### src/hw/dsmc_pkg.sv
// package: register map, field positions, reset values and state types for the drive state controller
package dsmc_pkg;
	localparam logic [11:0] DSMC_CTRL_OFS     = 12'h000;
	localparam logic [11:0] DSMC_CMD_OFS      = 12'h004;
	localparam logic [11:0] DSMC_STATUS_OFS   = 12'h008;
	localparam logic [11:0] DSMC_STATWORD_OFS = 12'h00C;
	localparam logic [11:0] DSMC_DISABLE_DECEL_OFS   = 12'h010;
	localparam logic [11:0] DSMC_QSTOP_OFS    = 12'h014;
	localparam logic [11:0] DSMC_EMTO_OFS     = 12'h018;
	localparam logic [11:0] DSMC_IN_POSITION_DELAY_OFS     = 12'h01C;
	localparam logic [11:0] DSMC_MODE_OFS     = 12'h020;
	localparam logic [11:0] DSMC_NODE_OFS     = 12'h024;
	// command bits, write-one pulses
	localparam int CMD_ENABLE   = 0;
	localparam int CMD_DISABLE  = 1;
	localparam int CMD_STOP     = 2;
	localparam int CMD_FCLR     = 3;
	localparam int CMD_CLRB5    = 4;
	localparam int CMD_LOAD     = 5;
	localparam int CMD_SAVE     = 6;
	localparam int CMD_RESTORE  = 7;
	localparam int CMD_RESET    = 8;
	localparam int CMD_POWER_ON = 9;
	localparam int CMD_POWER_OFF = 10;
	localparam int STAT_B5      = 5;
	// reset values
	localparam logic [15:0] DISABLE_DECEL_RST  = 16'h000A;
	localparam logic [15:0] QSTOP_RST   = 16'h000A;
	localparam logic [15:0] EMTO_RST    = 16'h1388;
	localparam logic [15:0] IN_POSITION_DELAY_RST    = 16'h000A;
	localparam logic [1:0]  STOPM_RST   = 2'h0;
	localparam logic [7:0]  NODE_RST    = 8'h01;
	// one delay unit = 1 ms at 250 MHz
	localparam int CLK_MHZ     = 250;
	localparam int UNIT_US     = 1000;
	localparam int UNIT_CYCLES = CLK_MHZ * UNIT_US;
	// mode codes
	localparam logic [7:0] MODE_NONE  = 8'h00;
	localparam logic [7:0] MODE_PP    = 8'h01;
	localparam logic [7:0] MODE_PV    = 8'h03;
	localparam logic [7:0] MODE_HM    = 8'h06;
	localparam logic [7:0] MODE_VEND0 = 8'hF7;
	localparam logic [7:0] MODE_POS   = 8'hFF;
	// display prefixes (ascii)
	localparam logic [7:0] PFX_NONE = 8'h20;
	localparam logic [7:0] PFX_P    = 8'h50;
	localparam logic [7:0] PFX_E    = 8'h45;
	localparam logic [7:0] PFX_F    = 8'h66;
	localparam logic [7:0] PFX_N    = 8'h6E;
	typedef enum logic [2:0] {
		ST_READY, ST_SWON, ST_OPEN, ST_STOPPING, ST_FREACT, ST_FAULT
	} dsmc_state_type;
	typedef enum logic [1:0] {NV_IDLE, NV_BUSY} dsmc_nv_type;
endpackage

### src/hw/dsmc_top.sv
// drive state and operating-mode controller with an apb register slave
//
// Chosen here: the APB slave port and the address map.
`timescale 1ns/10ps
`default_nettype none
module dsmc_top
	import dsmc_pkg::*;
#(
	parameter int UNIT_CYC = UNIT_CYCLES
) (
	// clock and reset
	input  wire logic        clk,
	input  wire logic        rst_b,
	// apb slave
	input  wire logic        psel,
	input  wire logic        penable,
	input  wire logic        pwrite,
	input  wire logic [11:0] paddr,
	input  wire logic [31:0] pwdata,
	output logic      [31:0] prdata,
	output logic             pready,
	output logic             pslverr,
	// drive inputs
	input  wire logic        fault_in,
	input  wire logic        warning_in,
	input  wire logic        hw_enable,
	input  wire logic        motor_at_rest,
	input  wire logic        target_reached,
	input  wire logic        braked_motor,
	input  wire logic        io_mode_valid,
	input  wire logic [7:0]  io_mode,
	input  wire logic [7:0]  nv_stored_mode,
	input  wire logic        auto_homing_setting,
	input  wire logic        homing_type_setting,
	input  wire logic        nv_done,
	// drive outputs
	output logic             main_power_accept,
	output logic             motor_energy,
	output logic             brake_engage,
	output logic             motion_allow,
	output logic             decel_active,
	output logic      [15:0] decel_value,
	output logic             coast_stop,
	output logic      [7:0]  disp_prefix,
	output logic      [7:0]  disp_node,
	output logic      [7:0]  op_mode,
	output logic      [3:0]  tool_mode,
	output logic             nv_load_req,
	output logic             nv_save_req,
	output logic             nv_restore_req,
	output logic             in_position_flag
);
	dsmc_state_type state_reg;
	dsmc_nv_type    nv_reg;
	logic [1:0]  fault_stop_method;
	logic [15:0] disable_decel;
	logic [15:0] quick_stop_ramp;
	logic [15:0] emergency_timeout;
	logic [15:0] in_position_delay;
	logic [7:0]  node_reg;
	logic [15:0] statword_reg;
	logic [10:0] cmd;
	logic        wr_en;
	logic        rd_en;
	logic        addr_ok;
	logic        power_on_reg;
	logic        init_reg;
	logic        mode_reject_reg;
	logic [31:0] tick_cnt;
	logic        tick;
	logic [15:0] em_cnt;
	logic [15:0] ip_cnt;
	logic        mode_ok;
	logic [7:0]  mode_req;
	logic        mode_req_v;
	logic [3:0]  tool_next;
	logic [7:0]  pwr_mode;

	// apb: zero wait states
	assign wr_en = psel && penable && pwrite;
	// read strobe in the setup cycle, so data stands through the access cycle
	assign rd_en = psel && !penable && !pwrite;
	// unmapped offsets answer with an error, writes dropped
	always_comb begin
		unique case (paddr)
			DSMC_CTRL_OFS, DSMC_CMD_OFS, DSMC_STATUS_OFS, DSMC_STATWORD_OFS, DSMC_DISABLE_DECEL_OFS,
			DSMC_QSTOP_OFS, DSMC_EMTO_OFS, DSMC_IN_POSITION_DELAY_OFS, DSMC_MODE_OFS, DSMC_NODE_OFS: addr_ok = 1'b1;
			default: addr_ok = 1'b0;
		endcase
	end
	assign cmd = (wr_en && paddr == DSMC_CMD_OFS) ? pwdata[10:0] : 11'h000;

	// ready answers the setup cycle: one access cycle, no waits
	always_ff @(posedge clk) begin
		if (!rst_b) begin
			pready  <= 1'b0;
			pslverr <= 1'b0;
		end else begin
			pready  <= psel && !penable;
			pslverr <= psel && !penable && !addr_ok;
		end
	end

	// configuration registers; restore returns defaults
	always_ff @(posedge clk) begin
		if (!rst_b || cmd[CMD_RESTORE] || cmd[CMD_RESET]) begin
			fault_stop_method <= STOPM_RST;
			disable_decel     <= DISABLE_DECEL_RST;
			quick_stop_ramp   <= QSTOP_RST;
			emergency_timeout <= EMTO_RST;
			in_position_delay <= IN_POSITION_DELAY_RST;
			node_reg          <= NODE_RST;
		end else if (wr_en) begin
			unique case (paddr)
				DSMC_CTRL_OFS:   fault_stop_method <= pwdata[1:0];
				DSMC_DISABLE_DECEL_OFS: disable_decel     <= pwdata[15:0];
				DSMC_QSTOP_OFS:  quick_stop_ramp   <= pwdata[15:0];
				DSMC_EMTO_OFS:   emergency_timeout <= pwdata[15:0];
				DSMC_IN_POSITION_DELAY_OFS:   in_position_delay <= pwdata[15:0];
				DSMC_NODE_OFS:   node_reg          <= pwdata[7:0];
				default: ;
			endcase
		end
	end

	// status word: events set bits, bit 5 clears alone; set wins over clear
	always_ff @(posedge clk) begin
		// drive reset also forgets recorded events
		if (!rst_b || cmd[CMD_RESET]) begin
			statword_reg <= 16'h0000;
		end else begin
			for (int i = 0; i < 16; i++) begin
				if (i == STAT_B5 && cmd[CMD_CLRB5])
					statword_reg[i] <= 1'b0;
			end
			if (fault_in)
				statword_reg[0] <= 1'b1;
			if (warning_in)
				statword_reg[1] <= 1'b1;
			if (state_reg == ST_FREACT && em_cnt == 16'h0000)
				statword_reg[STAT_B5] <= 1'b1;
			if (mode_reject_reg)
				statword_reg[2] <= 1'b1;
		end
	end

	// millisecond tick for timeout and in-position delay
	always_ff @(posedge clk) begin
		if (!rst_b) begin
			tick_cnt <= 32'h00000000;
			tick     <= 1'b0;
		end else begin
			tick     <= tick_cnt == 32'(UNIT_CYC - 1);
			tick_cnt <= (tick_cnt == 32'(UNIT_CYC - 1)) ? 32'h00000000 : tick_cnt + 32'h00000001;
		end
	end

	// main power flag, set by command
	always_ff @(posedge clk) begin
		if (!rst_b || cmd[CMD_RESET])
			power_on_reg <= 1'b0;
		else if (cmd[CMD_POWER_ON])
			power_on_reg <= 1'b1;
		else if (cmd[CMD_POWER_OFF])
			power_on_reg <= 1'b0;
	end

	// drive state machine
	always_ff @(posedge clk) begin
		if (!rst_b || cmd[CMD_RESET]) begin
			state_reg <= ST_READY;
			em_cnt    <= 16'h0000;
		end else begin
			unique case (state_reg)
				ST_READY:
					if (fault_in) state_reg <= ST_FAULT;
					else if (power_on_reg) state_reg <= ST_SWON;
				// enable needs the hardware input too
				ST_SWON:
					if (fault_in) state_reg <= ST_FAULT;
					else if (!power_on_reg) state_reg <= ST_READY;
					else if (cmd[CMD_ENABLE] && hw_enable) state_reg <= ST_OPEN;
				ST_OPEN:
					if (fault_in) begin
						state_reg <= ST_FREACT;
						em_cnt    <= emergency_timeout;
					end else if (cmd[CMD_STOP] || cmd[CMD_DISABLE] || !hw_enable)
						state_reg <= ST_STOPPING;
				ST_STOPPING:
					if (fault_in) begin
						state_reg <= ST_FREACT;
						em_cnt    <= emergency_timeout;
					end else if (motor_at_rest)
						state_reg <= ST_SWON;
				ST_FREACT: begin
					if (tick && em_cnt != 16'h0000)
						em_cnt <= em_cnt - 16'h0001;
					// timeout caps the stop: cannot hang in reaction if the motor never rests
					if (motor_at_rest || em_cnt == 16'h0000)
						state_reg <= ST_FAULT;
				end
				// a clear while the fault persists is ignored
				ST_FAULT:
					if (cmd[CMD_FCLR] && !fault_in)
						state_reg <= ST_READY;
			endcase
		end
	end

	// output decode per state, all registered
	always_ff @(posedge clk) begin
		if (!rst_b) begin
			main_power_accept <= 1'b0;
			motor_energy      <= 1'b0;
			brake_engage      <= 1'b1;
			motion_allow      <= 1'b0;
			decel_active      <= 1'b0;
			decel_value       <= 16'h0000;
			coast_stop        <= 1'b0;
			disp_prefix       <= PFX_NONE;
			disp_node         <= NODE_RST;
		end else begin
			disp_node         <= node_reg;
			main_power_accept <= state_reg == ST_READY;
			motor_energy      <= state_reg == ST_OPEN || state_reg == ST_STOPPING ||
				(state_reg == ST_FREACT && fault_stop_method != 2'h0);
			brake_engage      <= braked_motor && !(state_reg == ST_OPEN || state_reg == ST_STOPPING ||
				state_reg == ST_FREACT);
			motion_allow      <= state_reg == ST_OPEN;
			decel_active      <= state_reg == ST_STOPPING || state_reg == ST_FREACT;
			decel_value       <= (state_reg == ST_FREACT) ? quick_stop_ramp : disable_decel;
			coast_stop        <= state_reg == ST_FREACT && fault_stop_method == 2'h0;
			unique case (state_reg)
				ST_READY:              disp_prefix <= PFX_NONE;
				ST_SWON:               disp_prefix <= warning_in ? PFX_N : PFX_P;
				ST_OPEN, ST_STOPPING:  disp_prefix <= warning_in ? PFX_N : PFX_E;
				ST_FREACT, ST_FAULT:   disp_prefix <= PFX_F;
			endcase
		end
	end

	// in-position flag after delay
	// drops at once when the target is lost
	always_ff @(posedge clk) begin
		if (!rst_b || !target_reached) begin
			ip_cnt           <= 16'h0000;
			in_position_flag <= 1'b0;
		end else if (ip_cnt >= in_position_delay) begin
			in_position_flag <= 1'b1;
		end else if (tick) begin
			ip_cnt <= ip_cnt + 16'h0001;
		end
	end

	// stored mode overridden to homing when auto homing set
	always_comb begin
		if (!auto_homing_setting)
			pwr_mode = nv_stored_mode;
		else if (homing_type_setting)
			pwr_mode = MODE_HM;
		else
			pwr_mode = 8'hF9;
	end

	// mode request: io path has precedence over bus writes
	assign mode_req_v = io_mode_valid || (wr_en && paddr == DSMC_MODE_OFS);
	// power-up choice goes through the same legality check as later requests
	assign mode_req   = init_reg ? pwr_mode : (io_mode_valid ? io_mode : pwdata[7:0]);
	always_comb begin
		mode_ok = (mode_req == MODE_NONE) || (mode_req == MODE_PP) || (mode_req == MODE_PV) ||
			(mode_req == MODE_HM) || (mode_req >= MODE_VEND0);
		unique case (mode_req)
			8'hF7:   tool_next = 4'h4;
			8'hFB:   tool_next = 4'h3;
			8'hFC:   tool_next = 4'h1;
			8'hFD:   tool_next = 4'h2;
			8'hFE:   tool_next = 4'h0;
			8'hFF:   tool_next = 4'h8;
			default: tool_next = 4'hF;
		endcase
	end

	always_ff @(posedge clk) begin
		if (!rst_b) begin
			op_mode         <= MODE_NONE;
			tool_mode       <= 4'hF;
			init_reg        <= 1'b1;
			mode_reject_reg <= 1'b0;
		end else begin
			mode_reject_reg <= 1'b0;
			if (init_reg) begin
				init_reg <= 1'b0;
				// a corrupt stored mode leaves no mode rather than an undecodable one
				if (mode_ok) begin
					op_mode   <= mode_req;
					tool_mode <= tool_next;
				end else
					mode_reject_reg <= 1'b1;
			end else if (mode_req_v) begin
				if (mode_ok) begin
					op_mode   <= mode_req;
					tool_mode <= tool_next;
				end else
					mode_reject_reg <= 1'b1;
			end
		end
	end

	// non-volatile memory requests held until done
	// one request at a time: load beats save beats restore
	always_ff @(posedge clk) begin
		if (!rst_b) begin
			nv_reg         <= NV_IDLE;
			nv_load_req    <= 1'b0;
			nv_save_req    <= 1'b0;
			nv_restore_req <= 1'b0;
		end else begin
			unique case (nv_reg)
				NV_IDLE:
					if (cmd[CMD_LOAD] || cmd[CMD_SAVE] || cmd[CMD_RESTORE]) begin
						nv_reg         <= NV_BUSY;
						nv_load_req    <= cmd[CMD_LOAD];
						nv_save_req    <= cmd[CMD_SAVE] && !cmd[CMD_LOAD];
						nv_restore_req <= cmd[CMD_RESTORE] && !cmd[CMD_LOAD] && !cmd[CMD_SAVE];
					end
				NV_BUSY:
					if (nv_done) begin
						nv_reg         <= NV_IDLE;
						nv_load_req    <= 1'b0;
						nv_save_req    <= 1'b0;
						nv_restore_req <= 1'b0;
					end
				default: nv_reg <= NV_IDLE;
			endcase
		end
	end

	// read mux
	always_ff @(posedge clk) begin
		if (!rst_b) begin
			prdata <= 32'h00000000;
		end else if (rd_en) begin
			unique case (paddr)
				DSMC_CTRL_OFS:     prdata <= {30'h0, fault_stop_method};
				DSMC_STATUS_OFS:   prdata <= {23'h0, nv_reg == NV_BUSY, in_position_flag, warning_in, fault_in,
					hw_enable, power_on_reg, 3'(state_reg)};
				DSMC_STATWORD_OFS: prdata <= {16'h0, statword_reg};
				DSMC_DISABLE_DECEL_OFS:   prdata <= {16'h0, disable_decel};
				DSMC_QSTOP_OFS:    prdata <= {16'h0, quick_stop_ramp};
				DSMC_EMTO_OFS:     prdata <= {16'h0, emergency_timeout};
				DSMC_IN_POSITION_DELAY_OFS:     prdata <= {16'h0, in_position_delay};
				DSMC_MODE_OFS:     prdata <= {20'h0, tool_mode, op_mode};
				DSMC_NODE_OFS:     prdata <= {24'h0, node_reg};
				default:           prdata <= 32'h00000000;
			endcase
		end
	end
endmodule
`default_nettype wire

### config.mk
export PLATFORM = sky130hd
export DESIGN_NAME = dsmc_top
export DESIGN_NICKNAME = d
export VERILOG_FILES = /design/src/hw/dsmc_pkg.sv /design/src/hw/dsmc_top.sv
export SDC_FILE = /design/constraint.sdc
export NUM_CORES = 1
export LEC_CHECK = 0
export ABC_AREA = 1
export BUFFER_PORTS_ARGS = -buffer_cell sky130_fd_sc_hd__buf_4
export CORE_UTILIZATION = 62
export CTS_CLUSTER_SIZE = 40
export DETAILED_ROUTE_END_ITERATION = 12
export PLACE_DENSITY = 0.83
export SLEW_MARGIN = 10
export SYNTH_ARGS = -nofsm -noshare
export SYNTH_HDL_FRONTEND = slang
export SYNTH_SLANG_ARGS = --single-unit
### constraint.sdc
create_clock -name clk -period 5.3 [get_ports clk]
set_input_delay 0.53 -clock clk [delete_from_list [all_inputs] [get_ports clk]]
set_output_delay 0.53 -clock clk [all_outputs]
set_load 0.03 [all_outputs]
==> results of run 1 <==
## through the flow
| stage | power, W | util (%) | cell area, sq um | cells |
|---|---|---|---|---|
| detailed placement | 0.003022 | 69.66 | 12220 | 1969 |
| finish | 0.004759 | 74.42 | 13050 | 2013 |
| global placement | 0.002993 | 69.66 | 12220 | 1969 |
| CTS | 0.004752 | 74.42 | 13050 | 2013 |
| floorplan | 0.002700 | - | 11320 | 1687 |
| global route | 0.004963 | 74.42 | 13050 | 2013 |
## worst paths after layout
path / slack, ns / depth (start not counted) / to
worst max register to register: 2.41 / 9 / em_cnt[11]
worst min-delay path: 0.20 / 2 / disp_prefix[0]
worst max-delay path: 2.13 / 9 / quick_stop_ramp[9]
worst min register to register: 0.44 / 2 / disp_node[4]
## cell usage in the layout, fill, tap and decap left out, drive strengths merged
| cell | instances |
|---|---|
| nand2 | 436 |
| dfxtp | 221 |
| nor2 | 185 |
| nand3 | 169 |
| inv | 167 |
| a21oi | 153 |
| buf | 137 |
| o21ai | 72 |
| nand4 | 45 |
| nor3 | 41 |
| clkbuf | 38 |
| ha | 22 |
| xor2 | 20 |
| conb | 17 |
| o211ai | 12 |
| or2 | 9 |
| o22ai | 7 |
| nor4 | 7 |
| nor3b | 5 |
| a31oi | 5 |
| clkinv | 5 |
| xnor2 | 4 |
| and3 | 2 |
| o21a | 2 |
| bufinv | 2 |
| nand3b | 1 |
| a22oi | 1 |
| a21o | 1 |
| a31o | 1 |
| a211oi | 1 |
## power by group through the flow
stage	clock network, W	registers [W]	logic (W)
CTS	0.00176	0.00185	0.00115
global route	0.00182	0.00186	0.00129
floorplan	0	0.00197	0.000731
global placement	0	0.00188	0.00111
detailed placement	0	0.00188	0.00114
finish	0.00174	0.00185	0.00117
## metal layers
layer | vias to the layer above | share of wire, % | GRT usage [%]
met5 | - | 0 | 0
li1 | 5637 | - | -
met2 | 656 | 45 | 56.71
met1 | 5358 | 40 | 44.80
met3 | 129 | 9.9 | 6.185
met4 | 0 | 5.1 | 17.70
## area by class of cell
type                            count  area share (%)
Tap cell                          225           2.157
Multi-Input combinational cell   1218           44.82
Sequential cell                   221           33.90
Timing Repair Buffer              137           7.880
Inverter                          168           4.851
Clock buffer                       38           5.781
Clock inverter                      6          0.6136
## worst max-delay path: cells and delay by family
kind / cells / cell delay, ns
AO/OA/AOI/OAI: 2 / 0.63
AND/OR/NAND/NOR: 5 / 1.33
buffers and inverters: 2 / 0.99
## synth_stat cells, types with 6 or more instances
library cell / n
a21oi_1: 153
buf_2: 20
buf_4: 24
clkbuf_1: 33
dfxtp_1: 221
ha_1: 22
inv_1: 159
inv_2: 7
nand2_1: 431
nand3_1: 163
nand4_1: 45
nor2_1: 174
nor2_2: 10
nor3_1: 35
nor4_1: 6
o211ai_1: 11
o21ai_0: 67
o22ai_1: 7
or2_2: 8
xor2_1: 20
## kinds of logic (layout without fill, tap and decap cells)
| logic type | count (synthesis) | after routing | synth area share, % |
|---|---|---|---|
| flip-flops | 221 | 221 | 39.28 |
| XOR/XNOR | 24 | 24 | 1.866 |
| buffers and inverters | 248 | 349 | 9.310 |
| adder cells (fa/ha/maj) | 22 | 22 | 2.444 |
| other | 1 | 17 | 0.03330 |
| AO/OA/AOI/OAI | 255 | 255 | 12.02 |
| AND/OR/NAND/NOR | 900 | 900 | 35.04 |
==> impl_metrics.yaml, run 1 <==
synth:
  postSynthCellCount: 1671
  synth-warning-count: 0
  synth_top_cell_by_area: "dfxtp_1"
  synth_top_cells_by_area: "dfxtp_1, nand2_1, nand3_1"
  synth-main-ff-cell: "dfxtp_1"
  netlist-cell-type-count: 45
  synth_sequential_area_ratio_pct: 39.28
  synth-seq-cells: 221
  synth_edf_count: 0
  ys_async_sr_fraction_pct: 0
  netlist_area_sq_mm: 0.01126
  avgSynthCellArea_sq_um: 6.740
  post-synth-top-area-fraction_pct: 39.28
clocking:
  ctsRootBufferMaster: "clkbuf_16"
  tritoncts: "done"
  cts-hold-fix-buffers: 0
  cts.htree.levels: 1
  cts_resized: 0
  worstSkewPairLatency_ns: 0.52
  cts_sinks: 221
  post_cts_buffers: 0
  cts-buffers-inserted: 24
  clkTransAtPathRegs_ns: 0.06
  cts_buffer_depth: 3
worst_setup_path:
  crit_path_max_fanout: 62
  critical_path.cell_chain: "buf_4 -> nor2_1 -> nand3_2 -> nor2_2 -> nand3_4 -> o21ai_4 -> nor2_2 -> inv_2 -> a21oi_1"
  setup.worst_path.start: "paddr[11]"
  critical_path.endpoint_type: "flip-flop"
  timing.critical_path.required_ns: 5.64
  cpMaxStageDelayCell: "inv_2"
  crit_path_category: "input port to flip-flop"
  r2r_start: "state_reg[2]"
  start_kind: "input port"
  cp_slowest_stage_delay_ns: 0.88
  most_used_cell_along_the_critical_path: "nor2_2"
  timing.critical_path.arrival_ns: 3.51
final_layout:
  area_delta_synth_final_pct: 15.89
  final.fill_count: 1424
  largest-register: "tick_cnt"
  post_route_cells_drive_above_1_share_pct: 12.53
  num-nets-final: 1867
  largest_register_ffs: 32
  insertedDiodeCount: 0
  multi_input_comb_area_sq_mm: 0.005849
  seq_area_sq_mm: 0.004424
run_status:
  outcome: "finished, final reports clean"
drt:
  wl_per_cell_microns: 16.45
  drt-initial-drc-count: 1208
  route.detailed.drc: 0
  detailed_route_wire_length_microns: 33120
  detail_route.first_pass.iterations: 8
  vias_per_instance: 5.852
  dr_total_vias: 11780
  antenna_violating_nets_post_route: 0
sta:
  max_slew.worst_pin.slew_ns: 1.126
  period_share_pct: 59.73
  final_critical_path_setup_slack_ns: 2.134
  finalSetupViolations: 0
  fin_setup_tns_ns: 0
  worst_hold_slack_ns: 0.2023
  relSlewSlack_pct: 24.80
  final_max_slew_viol_count: 0
  unrepaired_setup_endpoints_after_global_routing: "no"
  timing.clock.skew_ns: 0.009063
  fmaxAchievable_ghz: 0.3159
  final-hold-violation-count: 0
  period_needed_ns: 3.166
placed_design:
  final_weighted_congestion_in_routability_driven_placement: 1.013
  hpwlAfterDp_microns: 23290
  buffer_ports.inserted: 129
  dp_worst_setup_slack_ns: 1.671
power:
  power.sequential.fraction_pct: 38.9
  net_switching_fraction_of_the_power_pct: 32.81
  clkPwrFrac_pct: 36.6
  cellLeakagePower_nw: 5.547
  power.ir.vdd_worst_v: 0.0005047
  cellInternalPower_w: 0.003197
  net-switching-power_w: 0.001561
  power.combinational.fraction_pct: 24.5
  powerDensity_mw_per_mm2: 364.6
hold_path:
  hold_path.class: "input port to flip-flop"
  min_delay_src: "warning_in"
floorplanning:
  initial_core_util_pct: 64.22
  floorplan_die_width_microns: 136.8
  fp.dieH_microns: 136.8
  coreArea_sq_mm: 0.01754
  rows: 48
  fp.dieArea_sq_mm: 0.01871
  boundaryPins: 163
global_routing:
  vias_in_the_first_global_route: 10510
  grt_start_max_net_pins: 72
  grt_first_pass_wirelength_microns: 51660
  antenna_found_initial: 0
  track_usage_pct: 35.02
  grt_overflow: 0
job:
  drv.max_cap_violation_count: 0
Power figures use the tool's default switching activity.
==> inputs of run 2 (changes only) <==
--- a/config.mk
+++ b/config.mk
@@ -7,10 +7,10 @@
 export LEC_CHECK = 0
 export ABC_AREA = 1
 export BUFFER_PORTS_ARGS = -buffer_cell sky130_fd_sc_hd__buf_4
-export CORE_UTILIZATION = 62
+export CORE_UTILIZATION = 58
 export CTS_CLUSTER_SIZE = 40
 export DETAILED_ROUTE_END_ITERATION = 12
-export PLACE_DENSITY = 0.83
+export PLACE_DENSITY = 0.78
 export SLEW_MARGIN = 10
 export SYNTH_ARGS = -nofsm -noshare
 export SYNTH_HDL_FRONTEND = slang
==> constraint.sdc (replaced) <==
create_clock -name clk -period 3.15 [get_ports clk]
set_input_delay 0.315 -clock clk [delete_from_list [all_inputs] [get_ports clk]]
set_output_delay 0.315 -clock clk [all_outputs]
set_load 0.03 [all_outputs]
==> impl_metrics.yaml, run 2 (synthesis gave the netlist of run 1 again) <==
floorplanning:
  initial_core_util_pct: 59.61
  floorplan_die_width_microns: 141.3
  boundaryPins: 163
  rows: 50
  fp.dieArea_sq_mm: 0.01998
  coreArea_sq_mm: 0.01889
  fp.dieH_microns: 141.3
final_layout:
  seq_area_sq_mm: 0.004424
  final_design_area_no_fill_sq_mm: 0.01317
  leading_cell_types_in_the_layout_fill_and_taps_excluded: "nand2_1, dfxtp_1, nor2_1"
  insertedDiodeCount: 0
  multi_input_comb_area_sq_mm: 0.005849
  largest-register: "tick_cnt"
  largest_register_ffs: 32
  post_route_cells_drive_above_1_share_pct: 13.26
  layout_commonest_cell: "nand2_1"
  area_delta_synth_final_pct: 16.93
  final.fill_count: 1679
  num-nets-final: 1884
clocking:
  cts_buffer_depth: 3
  post_cts_buffers: 0
  cts_resized: 0
  tritoncts: "done"
  clkTransAtPathRegs_ns: 0.06
  worstSkewPairLatency_ns: 0.53
  cts-hold-fix-buffers: 2
  ctsRootBufferMaster: "clkbuf_16"
  cts_sinks: 221
  cts.htree.levels: 1
  cts-buffers-inserted: 24
sta:
  fmaxAchievable_ghz: 0.4029
  period_needed_ns: 2.482
  timing.clock.skew_ns: 0.009808
  relSlewSlack_pct: 48.63
  unrepaired_setup_endpoints_after_global_routing: "no"
  final_max_slew_viol_count: 0
  final_critical_path_setup_slack_ns: 0.6679
  fin_setup_tns_ns: 0
  max_slew.worst_pin.slew_ns: 0.7698
  finalSetupViolations: 0
  final-hold-violation-count: 0
  period_share_pct: 78.80
placed_design:
  placed_area_sq_mm: 0.01237
  dp_worst_setup_slack_ns: 0.7196
  buffer_ports.inserted: 129
  final_weighted_congestion_in_routability_driven_placement: 0.9871
  hpwlAfterDp_microns: 23840
global_routing:
  grt_first_pass_wirelength_microns: 52870
  track_usage_pct: 33.24
  antenna_found_initial: 0
  vias_in_the_first_global_route: 10270
  grt_overflow: 0
  grt_start_max_net_pins: 47
power:
  powerDensity_mw_per_mm2: 595.6
  power.ir.vdd_worst_v: 0.0005375
  cellLeakagePower_nw: 5.605
worst_setup_path:
  critical_path.endpoint_type: "flip-flop"
  r2r_start: "state_reg[2]"
  r2r-end: "em_cnt[0]"
  reg2reg_path_depth: 8
  crit_path_max_fanout: 18
  setup.reg_to_reg.worst_slack_ns: 0.67
  start_kind: "flip-flop"
  timing.critical_path.arrival_ns: 2.88
  timing.critical_path.required_ns: 3.54
  crit_path_category: "flip-flop to flip-flop"
run_status:
  outcome: "finished, final reports clean"
drt:
  drt-initial-drc-count: 1094
  dr_total_vias: 11540
  route.detailed.drc: 0
  detail_route.first_pass.iterations: 5
  detailed_route_wire_length_microns: 33380
  antenna_violating_nets_post_route: 0
  vias_per_instance: 5.592
  wl_per_cell_microns: 16.18
job:
  drv.max_cap_violation_count: 0
hold_path:
  hold_path.class: "input port to flip-flop"
  min_delay_src: "penable"
  hold_depth: 4
  min_to: "pready"
run 2: cell count changes in the layout (fill, tap and decap cells not counted), sizes merged:
cell         before  now
buf             137  152
bufinv            2    1
clkinv            5    9
dlygate4sd3       0    2
clkbuf           38   33
run 2: final cells by class:
class,instances,share of cell area [%]
clock buffer,33,5.273
inverter,168,4.808
timing repair buffer,154,8.817
sequential,221,33.60
tap,260,2.470
clock inverter,9,0.6176
multi-input combinational,1218,44.42
run 2: worst max path at each step:
| stage | to | start | depth (start not counted) | slack (ns) |
|---|---|---|---|---|
| floorplan | ip_cnt[10] | in_position_delay[9] | 10 | 1.20 |
| global placement | em_cnt[0] | state_reg[2] | 8 | 0.79 |
| detailed placement | em_cnt[0] | state_reg[2] | 8 | 0.72 |
| CTS | em_cnt[0] | state_reg[2] | 8 | 0.70 |
| global route | em_cnt[11] | state_reg[0] | 10 | 0.50 |
| finish | em_cnt[0] | state_reg[2] | 8 | 0.67 |
run 2: worst max-delay path: stages, from the launching register on:
cell     delay [ns]
dfxtp_1        0.54
inv_1          0.16
ha_1           0.27
nor2_1         0.29
nor2_1         0.10
nand2_1        0.42
inv_2          0.27
o21ai_0        0.24
a31oi_1        0.06
run 2: metrics by stage:
stage / std cells / hold slack (ns) / power, W / util [%]
final: 2063 / 0.07550 / 0.007843 / 69.70
after detailed placement: 2019 / 0.4383 / 0.005087 / 65.49
after floorplan: 1687 / 0.3942 / 0.004543 / -
after CTS: 2063 / 0.06367 / 0.007845 / 69.70
after global placement: 2019 / 0.4348 / 0.005051 / 65.49
after global routing: 2063 / 0.07197 / 0.008220 / 69.70
run 2: power breakdown:
group / leakage, nW / internal (W) / switching, W / total, W
registers: 1.79 / 0.00298 / 0.000129 / 0.00311
logic: 3.42 / 0.000610 / 0.00135 / 0.00196
clock network: 0.391 / 0.00162 / 0.00115 / 0.00277
run 2: per-layer routing:
layer,part of all wire [%],global-route usage [%],up-vias
li1,-,-,5670
met1,43,44.27,5237
met2,44,54.01,540
met3,8.1,4.489,89
met4,4.4,14.36,0
met5,0,0,-
